==> src/hw/ppl_cfg.svh <==
// Named constants of the per-port preload loader: word addresses, offsets, bit positions.
// Assumes inclusion by bare name from every design file that needs a figure.
`ifndef PPL_CFG_SVH
`define PPL_CFG_SVH

// ------------------------------------------------------------
// Port count and preload word addresses
// ------------------------------------------------------------
`define PPL_NUM_PORTS 3'h6
`define PPL_W_PHY2_HI_BASE 8'h30
`define PPL_W_PORT_BASE 8'h40
`define PPL_W_STEP 8'h02
`define PPL_W_PM 8'h50

// ------------------------------------------------------------
// Configuration space offsets
// ------------------------------------------------------------
`define PPL_OFS_PM_CAP 8'h40
`define PPL_OFS_PM_CTL 8'h44
`define PPL_OFS_LINK_PHY 8'h78
`define PPL_OFS_PHY2 8'h7C
`define PPL_OFS_TL_CTL 8'h8C
`define PPL_OFS_PHY3 8'h90
`define PPL_OFS_DEEMPH 8'hF0

// ------------------------------------------------------------
// Source bit positions inside preload words
// ------------------------------------------------------------
`define PPL_S_PHY2_HI 4'h0
`define PPL_S_PHY2_LO 4'h0
`define PPL_S_PHY3 4'h5
`define PPL_S_DEEMPH 4'hC
`define PPL_S_COMP_DET 4'hD
`define PPL_S_CHG_CNT 4'hE
`define PPL_S_NO_SRST 4'h0
`define PPL_S_AUX_CUR 4'h1

// ------------------------------------------------------------
// Destination bit positions inside configuration words
// ------------------------------------------------------------
`define PPL_D_PHY2_HI 5'h10
`define PPL_D_PHY2_LO 5'h08
`define PPL_D_PHY3 5'h00
`define PPL_D_DEEMPH 5'h06
`define PPL_D_COMP_DET 5'h0B
`define PPL_D_CHG_CNT 5'h08
`define PPL_D_NO_SRST 5'h03
`define PPL_D_AUX_CUR 5'h16
`define PPL_D_D1_SUP 5'h19

// ------------------------------------------------------------
// Reset defaults
// ------------------------------------------------------------
`define PPL_RST_PHY2_HI 15'h0000
`define PPL_RST_PHY2_LO 5'h00
`define PPL_RST_PHY3 7'h00
`define PPL_RST_BIT 1'h0
`define PPL_RST_CHG_CNT 2'h0
`define PPL_RST_AUX_CUR 3'h0
`define PPL_RD_ZERO 32'h0000_0000

`endif

==> src/hw/ppl_pkg.sv <==
// Types shared by the preload loader and its per-port field store.
// Assumes ppl_cfg.svh supplies every figure; this package holds only types.
package ppl_pkg;

  // ------------------------------------------------------------
  // Field groups
  // ------------------------------------------------------------
  typedef struct packed {
    logic [14:0] phy2_hi;
    logic [4:0] phy2_lo;
    logic [6:0] phy3;
    logic deemph;
    logic comp_det;
    logic [1:0] change_data_count_select;
  } ppl_port_fields_t;

  typedef struct packed {
    logic no_soft_reset;
    logic [2:0] aux_current;
  } ppl_pm_fields_t;

  typedef enum logic [0:0] {
    PPL_LOADING,
    PPL_READY
  } ppl_state_t;

endpackage

==> src/hw/ppl_loader.sv <==
// Preload loader top: takes configuration memory words, fills per-port fields, serves reads.
// Assumes the memory reader delivers words on this clock and raises LOAD_DONE with or after the last.
`timescale 1ns/1ps
`include "ppl_cfg.svh"

// Operation
// - Ports 2..5: words 34h..3Ah bits 14:0 go to tuning register bits 30:16.
// - Ports 0..5: words 0x40..0x4A bits 4:0 go to tuning register bits 12:8.
// - Same words bits 11:5 go to third tuning register bits 6:0.
// - Ports 1..5 only: word bit 12 becomes deemphasis_select bit 6.
// - Every port: word bit 13 becomes link_phy_control bit 11, compliance to detect.
// - Every port: word bits 15:14 become data count select bits 9:8 at 8Ch.
// - Word 0x50 bit 0 becomes port 0 no-soft-reset, power_mgmt_control_status bit 3.
// - Word 0x50 bits 3:1 become port 0 auxiliary current, power_mgmt_capability bits 24:22.
// - Port 0 capability bit 25 always reads as one, advertising D1 support.
// - Ports 0 and 1: words 30h, 32h bits 14:0 go to bits 30:16.
module ppl_loader (
  // Clock, reset and enable
  input wire logic CLK_SYS,
  input wire logic SYS_RST,
  input wire logic CE,
  // Preload words from the configuration memory reader
  input wire logic WORD_VALID,
  input wire logic [7:0] WORD_ADDR,
  input wire logic [15:0] WORD_DATA,
  input wire logic LOAD_DONE,
  // Configuration read port
  input wire logic CFG_RD_EN,
  input wire logic [2:0] CFG_RD_PORT,
  input wire logic [7:0] CFG_RD_OFFSET,
  output logic CFG_RD_VALID,
  output logic [31:0] CFG_RD_DATA,
  // Loaded state
  output logic CFG_READY,
  output ppl_pkg::ppl_port_fields_t [5:0] PORT_FIELDS,
  output ppl_pkg::ppl_pm_fields_t PM_FIELDS
);

  // ------------------------------------------------------------
  // Load phase
  // ------------------------------------------------------------
  ppl_pkg::ppl_state_t state_q;
  ppl_pkg::ppl_state_t state_d;

  wire logic loading = (state_q == ppl_pkg::PPL_LOADING);
  wire logic word_wr = CE && loading && WORD_VALID;

  always_comb begin
    state_d = state_q;
    case (state_q)
      ppl_pkg::PPL_LOADING: begin
        if (CE && LOAD_DONE) begin
          state_d = ppl_pkg::PPL_READY;
        end
      end
      ppl_pkg::PPL_READY: begin
        state_d = ppl_pkg::PPL_READY;
      end
      default: begin
        state_d = ppl_pkg::PPL_LOADING;
      end
    endcase
  end

  always_ff @(posedge CLK_SYS) begin
    if (SYS_RST) begin
      state_q <= ppl_pkg::PPL_LOADING;
    end else begin
      state_q <= state_d;
    end
  end

  assign CFG_READY = (state_q == ppl_pkg::PPL_READY);

  // ------------------------------------------------------------
  // Per-port field stores
  // ------------------------------------------------------------
  genvar gp;
  generate
    for (gp = 0; gp < `PPL_NUM_PORTS; gp++) begin : g_port
      ppl_port_store #(
        .PORT(3'(gp))
      ) u_store (
        .clk(CLK_SYS),
        .rst(SYS_RST),
        .wr(word_wr),
        .addr(WORD_ADDR),
        .data(WORD_DATA),
        .fields(PORT_FIELDS[gp])
      );
    end
  endgenerate

  // ------------------------------------------------------------
  // Power management word of port 0
  // ------------------------------------------------------------
  wire logic hit_pm = word_wr && (WORD_ADDR == `PPL_W_PM);
  ppl_pkg::ppl_pm_fields_t pm_q;
  ppl_pkg::ppl_pm_fields_t pm_d;

  always_comb begin
    pm_d = pm_q;
    if (hit_pm) begin
      pm_d.no_soft_reset = WORD_DATA[`PPL_S_NO_SRST];
      pm_d.aux_current = WORD_DATA[`PPL_S_AUX_CUR +: 3];
    end
  end

  always_ff @(posedge CLK_SYS) begin
    if (SYS_RST) begin
      pm_q <= {`PPL_RST_BIT, `PPL_RST_AUX_CUR};
    end else begin
      pm_q <= pm_d;
    end
  end

  assign PM_FIELDS = pm_q;

  // ------------------------------------------------------------
  // Read word assembly
  // ------------------------------------------------------------
  // Bits that belong to other blocks read as zero here; the switch core merges its own.
  wire logic port_ok = (CFG_RD_PORT < `PPL_NUM_PORTS);
  wire logic port0 = (CFG_RD_PORT == 3'h0);
  wire ppl_pkg::ppl_port_fields_t pf = port_ok ? PORT_FIELDS[CFG_RD_PORT] : '0;
  logic [31:0] rd_word;

  always_comb begin
    rd_word = `PPL_RD_ZERO;
    if (!port_ok) begin
      rd_word = `PPL_RD_ZERO;
    end else if (CFG_RD_OFFSET == `PPL_OFS_PHY2) begin
      rd_word[`PPL_D_PHY2_HI +: 15] = pf.phy2_hi;
      rd_word[`PPL_D_PHY2_LO +: 5] = pf.phy2_lo;
    end else if (CFG_RD_OFFSET == `PPL_OFS_PHY3) begin
      rd_word[`PPL_D_PHY3 +: 7] = pf.phy3;
    end else if (CFG_RD_OFFSET == `PPL_OFS_DEEMPH) begin
      rd_word[`PPL_D_DEEMPH] = pf.deemph;
    end else if (CFG_RD_OFFSET == `PPL_OFS_LINK_PHY) begin
      rd_word[`PPL_D_COMP_DET] = pf.comp_det;
    end else if (CFG_RD_OFFSET == `PPL_OFS_TL_CTL) begin
      rd_word[`PPL_D_CHG_CNT +: 2] = pf.change_data_count_select;
    end else if (port0 && CFG_RD_OFFSET == `PPL_OFS_PM_CTL) begin
      rd_word[`PPL_D_NO_SRST] = pm_q.no_soft_reset;
    end else if (port0 && CFG_RD_OFFSET == `PPL_OFS_PM_CAP) begin
      rd_word[`PPL_D_AUX_CUR +: 3] = pm_q.aux_current;
      rd_word[`PPL_D_D1_SUP] = 1'h1;
    end else begin
      rd_word = `PPL_RD_ZERO;
    end
  end

  wire logic rd_take = CE && CFG_READY && CFG_RD_EN;

  always_ff @(posedge CLK_SYS) begin
    if (SYS_RST) begin
      CFG_RD_VALID <= 1'h0;
      CFG_RD_DATA <= `PPL_RD_ZERO;
    end else if (CE) begin
      CFG_RD_VALID <= rd_take;
      if (rd_take) begin
        CFG_RD_DATA <= rd_word;
      end
    end
  end

  // ------------------------------------------------------------
  // Checks
  // ------------------------------------------------------------
  property p_nsr;
    @(posedge CLK_SYS) disable iff (SYS_RST)
    hit_pm |=> pm_q.no_soft_reset == $past(WORD_DATA[0]);
  endproperty
  a_nsr: assert property (p_nsr) else $error("no soft reset bit not loaded");

  property p_aux;
    @(posedge CLK_SYS) disable iff (SYS_RST)
    hit_pm |=> pm_q.aux_current == $past(WORD_DATA[3:1]);
  endproperty
  a_aux: assert property (p_aux) else $error("aux current not loaded");

  property p_d1;
    @(posedge CLK_SYS) disable iff (SYS_RST)
    rd_take && port0 && CFG_RD_OFFSET == `PPL_OFS_PM_CAP |=> CFG_RD_VALID && CFG_RD_DATA[25];
  endproperty
  a_d1: assert property (p_d1) else $error("D1 support bit not read as one");

  property p_no_early_read;
    @(posedge CLK_SYS) disable iff (SYS_RST)
    !CFG_READY |=> !CFG_RD_VALID;
  endproperty
  a_no_early_read: assert property (p_no_early_read) else $error("read answered during load");

  property p_frozen_after_load;
    @(posedge CLK_SYS) disable iff (SYS_RST)
    CFG_READY |=> $stable(pm_q) && $stable(PORT_FIELDS) && CFG_READY;
  endproperty
  a_frozen_after_load: assert property (p_frozen_after_load) else $error("fields moved after load");

  property p_phy2_read;
    @(posedge CLK_SYS) disable iff (SYS_RST)
    rd_take && port_ok && CFG_RD_OFFSET == `PPL_OFS_PHY2
      |=> CFG_RD_DATA[30:16] == $past(pf.phy2_hi) && CFG_RD_DATA[31] == 1'b0;
  endproperty
  a_phy2_read: assert property (p_phy2_read) else $error("tuning word read back wrong");

endmodule

==> src/hw/ppl_port_store.sv <==
// Field store of one switch port, filled from the preload words that belong to it.
// Assumes the strobe is already qualified by the loading phase and the clock enable.
`timescale 1ns/1ps
`include "ppl_cfg.svh"

module ppl_port_store #(
  parameter logic [2:0] PORT = 3'h0
) (
  // Clock and reset
  input wire logic clk,
  input wire logic rst,
  // Preload word
  input wire logic wr,
  input wire logic [7:0] addr,
  input wire logic [15:0] data,
  // Stored fields
  output ppl_pkg::ppl_port_fields_t fields
);

  // ------------------------------------------------------------
  // Word decode
  // ------------------------------------------------------------
  function automatic logic word_hit(input logic [7:0] a, input logic [7:0] base);
    word_hit = (a == 8'(base + `PPL_W_STEP * {5'h00, PORT}));
  endfunction

  wire logic hit_hi = wr && word_hit(addr, `PPL_W_PHY2_HI_BASE);
  wire logic hit_port = wr && word_hit(addr, `PPL_W_PORT_BASE);
  // Port 0 has no de-emphasis control, so its word bit is dropped.
  wire logic has_deemph = (PORT != 3'h0);

  ppl_pkg::ppl_port_fields_t fields_q;
  ppl_pkg::ppl_port_fields_t fields_d;

  always_comb begin
    fields_d = fields_q;
    if (hit_hi) begin
      fields_d.phy2_hi = data[`PPL_S_PHY2_HI +: 15];
    end
    if (hit_port) begin
      fields_d.phy2_lo = data[`PPL_S_PHY2_LO +: 5];
      fields_d.phy3 = data[`PPL_S_PHY3 +: 7];
      if (has_deemph) begin
        fields_d.deemph = data[`PPL_S_DEEMPH];
      end
      fields_d.comp_det = data[`PPL_S_COMP_DET];
      fields_d.change_data_count_select = data[`PPL_S_CHG_CNT +: 2];
    end
  end

  always_ff @(posedge clk) begin
    if (rst) begin
      fields_q <= {`PPL_RST_PHY2_HI, `PPL_RST_PHY2_LO, `PPL_RST_PHY3, `PPL_RST_BIT,
                   `PPL_RST_BIT, `PPL_RST_CHG_CNT};
    end else begin
      fields_q <= fields_d;
    end
  end

  assign fields = fields_q;

  // ------------------------------------------------------------
  // Checks
  // ------------------------------------------------------------
  property p_phy2_hi;
    @(posedge clk) disable iff (rst)
    hit_hi |=> fields_q.phy2_hi == $past(data[14:0]);
  endproperty
  a_phy2_hi: assert property (p_phy2_hi) else $error("upper tuning bits not loaded");

  property p_phy2_lo;
    @(posedge clk) disable iff (rst)
    hit_port |=> fields_q.phy2_lo == $past(data[4:0]) && fields_q.phy3 == $past(data[11:5]);
  endproperty
  a_phy2_lo: assert property (p_phy2_lo) else $error("lower tuning bits not loaded");

  property p_deemph;
    @(posedge clk) disable iff (rst)
    hit_port |=> fields_q.deemph == (has_deemph ? $past(data[12]) : $past(fields_q.deemph));
  endproperty
  a_deemph: assert property (p_deemph) else $error("de-emphasis bit wrong");

  property p_comp_cnt;
    @(posedge clk) disable iff (rst)
    hit_port |=> fields_q.comp_det == $past(data[13])
      && fields_q.change_data_count_select == $past(data[15:14]);
  endproperty
  a_comp_cnt: assert property (p_comp_cnt) else $error("compliance or count bits wrong");

  property p_hold;
    @(posedge clk) disable iff (rst)
    !hit_hi && !hit_port |=> $stable(fields_q);
  endproperty
  a_hold: assert property (p_hold) else $error("field changed without its word");

endmodule

==> config.mk <==
export PLATFORM = sky130hd
export DESIGN_NAME = ppl_loader
export DESIGN_NICKNAME = d
export VERILOG_FILES = /design/src/hw/ppl_pkg.sv /design/src/hw/ppl_loader.sv /design/src/hw/ppl_port_store.sv
export VERILOG_INCLUDE_DIRS = /design/src /design/src/hw
export SDC_FILE = /design/constraint.sdc
export NUM_CORES = 1
export LEC_CHECK = 0
export ABC_AREA = 1
export BUFFER_PORTS_ARGS = -buffer_cell sky130_fd_sc_hd__clkbuf_2
export CORE_AREA = 2 2 143 145
export DETAILED_ROUTE_END_ITERATION = 12
export DIE_AREA = 0 0 145 147
export HOLD_SLACK_MARGIN = 0.1
export PLACE_DENSITY_LB_ADDON = 0.15
export RECOVER_POWER = 50
export SLEW_MARGIN = 20
export SYNTH_ARGS = -nofsm -noshare
export SYNTH_HDL_FRONTEND = slang
export SYNTH_SLANG_ARGS = --single-unit
==> constraint.sdc <==
create_clock -name CLK_SYS -period 2.6 [get_ports CLK_SYS]
set_clock_uncertainty 0.15 [all_clocks]
set_input_delay 0.39 -clock CLK_SYS [delete_from_list [all_inputs] [get_ports CLK_SYS]]
set_output_delay 0.39 -clock CLK_SYS [all_outputs]
set_load 0.01 [all_outputs]
==> metrics, run 1 <==
status complete, no violations; Mapped Cells 1,274; Sw Ratio 0.247; Synth Flop Type dfxtp_1; r2r worst-path depth 8; Post-DP Area 0.0111 mm^2; routed vias 9,935; sw power 1.76 mW; Hold Path Sink g_port[3].u_store.fields[17]; Buf/Inv on CP 4; initial antenna violation count 0; number of synthesized flops with an enable pin 0; share of post-route cells with drive strength above 1 0.119; Netlist Area Pre-Place 0.00975 mm^2; Setup crit start kind input port; DRT iter0 DRCs 1,041; Hold Crit Depth 3; Pre-antenna DRT Iters 5; max cap viols 0; most frequent cell on the critical path nand3_2; CTS tree done; Final Cell Area 0.0118 mm^2; Die X 145 um; top post-synthesis cells by area dfxtp_1 (45%), nand2_1 (6.9%), nor2_1 (6.9%); setup TNS 0 ps; r2r startpoint CFG_READY; Slew @ Worst Pin 822 ps; Worst Path Arrival 2370 ps; crit path cell chain dlygate4sd3_1, clkbuf_1, nand3_2, inv_2, nand3_2, nor2_4, buf_4, nor2_1, a211oi_2; total grt overflow 0; Max Fclk 480 MHz; Core Region 0.0198 mm^2; R2R Path End g_port[5].u_store.fields[15]; Worst Path Max Fanout 32; routed len/inst 19.9 um; Die ar. 0.0213 mm^2; Seq/Total Area, Yosys 0.448; reg2reg setup slack 760 ps; Slew Limit Fails 0; share of power burned in registers 0.472; synth-to-layout area growth 20.6%; die height 147 um; vias in the first global route 8,900; Levels on crit path 9; Crit Path Category in -> reg; Post-synth ARST share 0; VDD IR-drop max 447 uV; TritonCTS buffer count 24; GR Util All Layers 0.320; mean post-synth cell area 7.65 um^2; Worst-Skew Late Latency 520 ps; post-route ant nets 0; I/O pins 265; TritonCTS Sinks 218; min-delay worst type in -> reg; IO Port Bufs 258; hold_sp WORD_DATA[1]; Final min period 2080 ps; Starting Density 0.491; Clock power frac 0.456; row cnt 52; first-pass GRT wire length 53.1 mm; CP peak stage delay 520 ps; Yosys warning count 0; Post-Route WL 35.6 mm; Synth area leader dfxtp_1; family with the most delay on the worst path buffers and inverters; Max Root-Sink Buffers 3; Worst EP required 2890 ps; final setup violation count 0; max_slew headroom 0.452; Synth Register Bits 218; post-synth top area share 0.448; gp weighted congestion 0.913; fillers 2,002; drt drc 0; leakage 4.19 nW; HPWL after detailed placement 25.0 mm; cell-internal power 5.37 mW; Tcrit/Tclk final 0.801; antenna cells 0; Clock transition at path regs 60 ps; Logic pwr share 0.072; nets@finish 1,548; PD cells 606 mW/mm^2; RSZ-0062 raised after global routing false; CTS H-tree depth 1; Post-CTS Resized 0; CP Capture Type flop; Final Hold Viols 0; Slowest-stage cell, CP dlygate4sd3_1; largest net degree at the start of global routing 141; Via density 5.54; root buffer cell clkbuf_16; Synth cell types 31
[power by group through the flow]
stage	combinational [mW]	sequential, mW	clock, mW
floorplan	0.290	3.44	0
CTS	0.508	3.36	3.27
detailed placement	0.489	3.43	0
global route	0.555	3.36	3.39
global placement	0.486	3.43	0
finish	0.516	3.36	3.25
[tightest hold or removal path: stages]
cell and delay (ps):
clkbuf_2 150, o21ai_1 90, a21oi_1 100
[metrics by stage]
step                       util  setup slack (ps)  power, mW  std cells  hold WS [ps]
final                     0.592               518       7.13       1794           103
after global routing      0.592               340       7.30       1794           122
after CTS                 0.606               625       7.14       1794           105
after detailed placement  0.562               516       3.92       1737           300
after global placement    0.562               585       3.92       1737           300
after floorplan               -              1050       3.73       1279           326
[metal layers]
layer	global-route usage	part of all wire
met1	0.460	0.43
met2	0.470	0.42
met5	0	0
met4	0.139	0.047
met3	0.0627	0.10
[registers in the layout (all words and copies together), names as in the netlist]
| register | cells |
|---|---|
| CFG_RD_VALID | 1 |
| CFG_RD_DATA | 27 |
| PM_FIELDS | 4 |
| CFG_READY | 1 |
| g_port.u_store.fields | 185 |
[logic make-up (layout without fill, tap and decap cells)]
| family | count (synthesis) | after routing | synth area share |
|---|---|---|---|
| buf+inv | 216 | 461 | 0.0964 |
| other cells | 1 | 6 | 0.000385 |
| flops | 218 | 218 | 0.448 |
| simple gates | 452 | 452 | 0.197 |
| compound gates | 387 | 387 | 0.259 |
[synthesized netlist by cell type (2+ instances only)]
| cell type | instances |
|---|---|
| clkinv_1 | 3 |
| nor2_2 | 10 |
| buf_4 | 24 |
| nor2_4 | 5 |
| nand2_2 | 2 |
| nand3b_1 | 2 |
| o211ai_1 | 7 |
| nand4_1 | 18 |
| nand3_2 | 4 |
| dfxtp_1 | 218 |
| clkbuf_1 | 39 |
| inv_1 | 105 |
| o21ai_0 | 110 |
| o21ai_1 | 13 |
| o22ai_1 | 11 |
| nand3_1 | 48 |
| buf_1 | 6 |
| nor2_1 | 178 |
| inv_2 | 8 |
| nand2_1 | 178 |
| a211oi_2 | 45 |
| a21oi_1 | 118 |
| a211oi_1 | 80 |
| nor3_1 | 5 |
| buf_2 | 31 |
[area by class of cell]
class                   instances  area, um^2  area share
repair buffers                302        1410       0.120
inverters                     116         435      0.0370
well taps                     270         338      0.0287
flip-flops and latches        218        4360       0.371
clock buffers                  39         718      0.0611
clock inverters                 4        23.8     0.00202
multi-input cells             845        4460       0.380
[cell usage in the layout, fill, tap and decap left out, types with 14 or more instances in the layout]
cell type / count
inv_1: 104
nand4_1: 18
a211oi_1: 80
dfxtp_1: 218
a211oi_2: 45
nand3_1: 48
nor2_1: 178
clkbuf_1: 227
o21ai_0: 110
clkbuf_16: 25
clkbuf_2: 40
buf_4: 29
dlygate4sd3_1: 14
a21oi_1: 118
nand2_1: 178
[timing repair]
action,CTS,global route
hold buffers,14,0
hold endpoints to repair,37,0
setup buffers,0,0
[worst max-delay path by stage]
| stage | from | end |
|---|---|---|
| after global routing | CE | g_port[5].u_store.fields[4] |
| final | CE | g_port[5].u_store.fields[15] |
| after global placement | CFG_RD_PORT[2] | CFG_RD_DATA[10] |
| after floorplan | WORD_ADDR[6] | g_port[0].u_store.fields[26] |
| after detailed placement | CFG_RD_PORT[2] | CFG_RD_DATA[10] |
| after CTS | CE | CFG_RD_DATA[0] |
Note: power is estimated with default switching activity, not from simulation.
==> run 2, diff against run 1 <==
Settings changed: ABC_AREA 1 to 0, CORE_AREA 2 2 143 145 to 2 2 147 149, DIE_AREA 0 0 145 147 to 0 0 149 151.
Clock period 2.6 ns to 1.9 ns, I/O delays scaled along.
==> metrics, run 2 <==
Max Root-Sink Buffers 3; number of synthesized flops with an enable pin 0; setup ws final 7.09 ps; PD cells 789 mW/mm^2; Clock transition at path regs 60 ps; total grt overflow 0; Seq/Total Area, Yosys 0.439; Pre-antenna DRT Iters 5; WHS 112 ps; leakage 5.18 nW; HPWL after detailed placement 23.6 mm; I/O pins 265; Synth Register Bits 218; Core Region 0.0208 mm^2; most frequent cell after synthesis mux2i_1; TritonCTS Sinks 218; DRT iter0 DRCs 694; Mapped Cells 1,058; die height 151 um; commonest non-fill, non-tap cell in the layout mux2i_1; Die ar. 0.0225 mm^2; Synth area leader dfxtp_1; routed len/inst 21.2 um; max cap viols 0; Slew Limit Fails 0; Pwr Total 10.0 mW; status complete, no violations; initial antenna violation count 0; top post-synthesis cells by area dfxtp_1 (44%), mux2i_1 (22%), nor2_1 (6.1%); CTS tree done; Tcrit/Tclk final 0.996; nets@finish 1,374; TritonCTS buffer count 24; fin cells 1,625; Post-Place Cells 1,558; min-delay worst type in -> reg; post-synth top area share 0.439; Final min period 1890 ps; Worst EP required 2150 ps; Netlist Area Pre-Place 0.00995 mm^2; Die X 149 um; most frequent cells in the layout mux2i_1 (220), dfxtp_1 (217), clkbuf_1 (205), nor2_1 (159), o21ai_0 (61); Worst-Skew Late Latency 520 ps; drt drc 0; Synth cell types 53; Post-synth ARST share 0; IO Port Bufs 258; Max Fclk 528 MHz; post-route ant nets 0; routed vias 8,938; vias in the first global route 8,245; max_slew headroom 0.610; first-pass GRT wire length 49.4 mm; mean post-synth cell area 9.40 um^2; VDD IR-drop max 647 uV; Setup crit start kind flop; Worst Path Max Fanout 16; Synth Flop Type dfxtp_1; Setup WS pre-CTS -160 ps; Final Hold Viols 0; Crit Path Category reg -> reg; CP Capture Type flop; share of post-route cells with drive strength above 1 0.154; row cnt 53; RSZ-0062 raised after global routing true; gp weighted congestion 0.909; root buffer cell clkbuf_16; synth-to-layout area growth 27.6%; Via density 5.50; Yosys warning count 0; Worst Path Arrival 2140 ps; Starting Density 0.478; final setup violation count 0; antenna cells 0; largest net degree at the start of global routing 127; Post-Route WL 34.4 mm; CTS H-tree depth 1; setup TNS 0 ps; synth cell count leaders mux2i_1 (220), dfxtp_1 (218), nor2_1 (161); max FFs per register 185; GR Util All Layers 0.287; Slew @ Worst Pin 585 ps
==> run 2: cell count changes after synthesis, moves of 19 or more <==
cell / change
mux2i_1: +220
a21oi_1: -111
inv_1: -101
nand2_1: -119
a211oi_2: -45
a211oi_1: -77
nand3_1: -45
a22oi_1: +19
nor2b_1: +37
nand2b_1: +39
==> run 2: worst paths after layout <==
kind	from	end	slack, ps	cells past startpoint
hold / removal	WORD_DATA[5]	g_port[4].u_store.fields[21]	110	3
hold reg to reg	CFG_RD_DATA[27]	CFG_RD_DATA[27]	300	2
setup reg to reg	CFG_READY	g_port[3].u_store.fields[2]	7	5
setup / recovery	CFG_READY	g_port[3].u_store.fields[2]	7	5
==> run 2: worst max-delay path, stage by stage (launching register included) <==
cell       delay [ps]
dfxtp_2           320
nand4bb_4         250
or4_4             600
clkbuf_16         220
o21ai_0           140
o21ai_0           100
==> run 2: per-stage QoR <==
| stage | util | cell area, um^2 |
|---|---|---|
| after floorplan | - | 10000 |
| final | 0.610 | 12700 |
| after global placement | 0.568 | 11800 |
| after global routing | 0.610 | 12700 |
| after detailed placement | 0.568 | 11800 |
| after CTS | 0.616 | 12800 |
==> run 2: area by class of cell <==
class | count | area (um^2)
multi-input cells | 743 | 5130
clock buffers | 38 | 754
repair buffers | 342 | 2020
well taps | 275 | 344
fillers | 1910 | 8130
clock inverters | 5 | 56.3
inverters | 4 | 15.0
flip-flops and latches | 218 | 4370
==> run 2: what timing repair did <==
item	CTS	global route
endpoints found under the hold margin	25	0
hold buffers	12	0
gates cloned	2	3
setup endpoints to repair	70	99
resized for setup	3	42
pin swaps	3	2
setup buffers	4	4
==> run 2: power breakdown <==
group / internal (mW) / switching [mW]
sequential: 4.58 / 0.00348
clock: 2.85 / 1.90
combinational: 0.242 / 0.445
total: 7.67 / 2.35
==> run 2: kinds of logic (layout without fill, tap and decap cells) <==
group                  count (synthesis)  in the layout  synth area share
flip-flops                           218            218             0.439
multiplexers                         235            235             0.241
AO/OA/AOI/OAI                        166            166            0.0990
other                                  1              6          0.000377
buffers and inverters                102            389            0.0527
AND/OR/NAND/NOR                      336            336             0.169
==> run 2: routing by layer <==
metal | GRT usage | vias to the layer above | part of all wire
li1 | - | 4217 | -
met1 | 0.397 | 4296 | 0.44
met2 | 0.450 | 373 | 0.45
met3 | 0.0678 | 52 | 0.085
met4 | 0.0810 | 0 | 0.025
met5 | 0 | - | 0
==> run 3, diff against run 2 <==
Settings changed: CELL_PAD_IN_SITES_DETAIL_PLACEMENT from default to 1, CELL_PAD_IN_SITES_GLOBAL_PLACEMENT from default to 1, CORE_AREA 2 2 147 149 to 2 2 170 172, DIE_AREA 0 0 149 151 to 0 0 172 174, REMOVE_ABC_BUFFERS from default to 1.
==> metrics, run 3 (synthesis results as in run 2) <==
crit path cell chain nand4bb_1, buf_6, or4_4, nor3_2, buf_4, mux2i_1; TritonCTS Sinks 218; CTS tree done; Setup WS pre-CTS -213 ps; Die X 172 um; Slew Limit Fails 0; status complete, but fails checks; Worst EP required 2210 ps; GR Util All Layers 0.252; leakage 5.54 nW; most frequent cells in the layout dfxtp_1 (218), mux2i_1 (215), nor2_1 (159), clkbuf_1 (151), clkbuf_2 (109); Slowest-stage cell, CP or4_4; final setup violation count 75; Slew @ Worst Pin 689 ps; initial antenna violation count 1; largest net degree at the start of global routing 72; gp weighted congestion 0.787; CP Capture Type flop; VDD IR-drop max 503 uV; Crit Path Category reg -> reg; family with the most delay on the worst path simple AND/OR/NAND/NOR gates; Seq. cell area 0.00436 mm^2; fin cells 1,768; max cap viols 0; Worst-Skew Late Latency 540 ps; Max Root-Sink Buffers 3; nets@finish 1,407; DRT iter0 DRCs 427; antenna cells 0; Levels on crit path 6; routed len/inst 22.0 um; commonest non-fill, non-tap cell in the layout dfxtp_1; I/O pins 265; IO Port Bufs 258; Worst Path Arrival 2300 ps; failing checks negative setup slack; first-pass GRT wire length 57.7 mm; CP peak stage delay 590 ps; CTS H-tree depth 1; r2r worst-path depth 6; share of post-route cells with drive strength above 1 0.220; area of the multi-input gates 0.00522 mm^2; Max Fclk 503 MHz; max FFs per register 185; Buf/Inv on CP 2; routed vias 9,130; Final min period 1990 ps; HPWL after detailed placement 26.9 mm; Die ar. 0.0299 mm^2; setup ws final -88.9 ps; post-route ant nets 0; die height 174 um; Clock transition at path regs 60 ps; drt drc 0; PD cells 762 mW/mm^2; row cnt 62; vias in the first global route 9,314; synth-to-layout area growth 33.9%; Core Region 0.0282 mm^2; total grt overflow 0; Post-Route WL 39.0 mm; WHS 83.8 ps; Post-Place Cells 1,689; Via density 5.16; Hold Crit Depth 3; root buffer cell clkbuf_16; TritonCTS buffer count 26; Tcrit/Tclk final 1.05; fillers 3,334; Pwr Total 10.1 mW; Starting Density 0.352; max_slew headroom 0.540; RSZ-0062 raised after global routing true; min-delay worst type in -> reg; Worst Path Max Fanout 8; Setup crit start kind flop; Pre-antenna DRT Iters 5; Final Hold Viols 0
run 3: cell count changes in the layout (fill, tap and decap cells not counted), sizes merged:
cell,before,now
clkinvlp,1,2
inv,5,4
bufinv,1,0
buf,70,91
dlygate4sd3,12,23
bufbuf,1,0
clkinv,2,6
run 3: power by group:
group | internal, mW | leakage (nW) | total (mW) | switching [mW]
clock | 2.82 | 0.409 | 4.85 | 2.03
combinational | 0.261 | 3.38 | 0.719 | 0.458
sequential | 4.58 | 1.76 | 4.58 | 0.00328
total | 7.66 | 5.54 | 10.1 | 2.49
run 3: path summary, 6_finish.rpt:
| check | startpoint | to | slack (ps) |
|---|---|---|---|
| min reg2reg | CFG_RD_DATA[2] | CFG_RD_DATA[2] | 310 |
| min | CFG_RD_OFFSET[1] | CFG_RD_DATA[9] | 80 |
| max | CFG_READY | g_port[1].u_store.fields[1] | -90 |
| max reg2reg | CFG_READY | g_port[1].u_store.fields[1] | -90 |
run 3: through the flow:
step	instance area (um^2)	util	setup TNS, ps
floorplan	9460	-	-114490
global placement	12100	0.427	-19380
detailed placement	12100	0.427	-23650
CTS	13300	0.470	-3750
global route	13300	0.472	-10670
finish	13300	0.472	-2330
run 3: area by class of cell:
type                       count  area share
clock inverter                 8     0.00423
tap                          384      0.0361
timing repair buffer         373       0.180
clock buffer                  38      0.0583
multi-input combinational    743       0.392
inverter                       4     0.00113
sequential                   218       0.328
run 3: worst register-to-register path, stage by stage, from the launching register on:
cell and delay, ps:
dfxtp_1 300, nand4bb_1 190, buf_6 180, or4_4 590, nor3_2 160, buf_4 170, mux2i_1 170
run 3: metal layers:
layer	track usage	routed length [um]
met1	0.336	17500
met2	0.412	18100
met3	0.0560	2360
met4	0.0651	988
met5	0	0
run 3: timing repair:
item                                    CTS  global route
endpoints found under the setup margin   83           163
cloned                                    1             3
hold buffers                             22             1
resized for setup                        59            34
setup buffers                             4             2
pin swaps                                 5             4
endpoints found under the hold margin   138             2
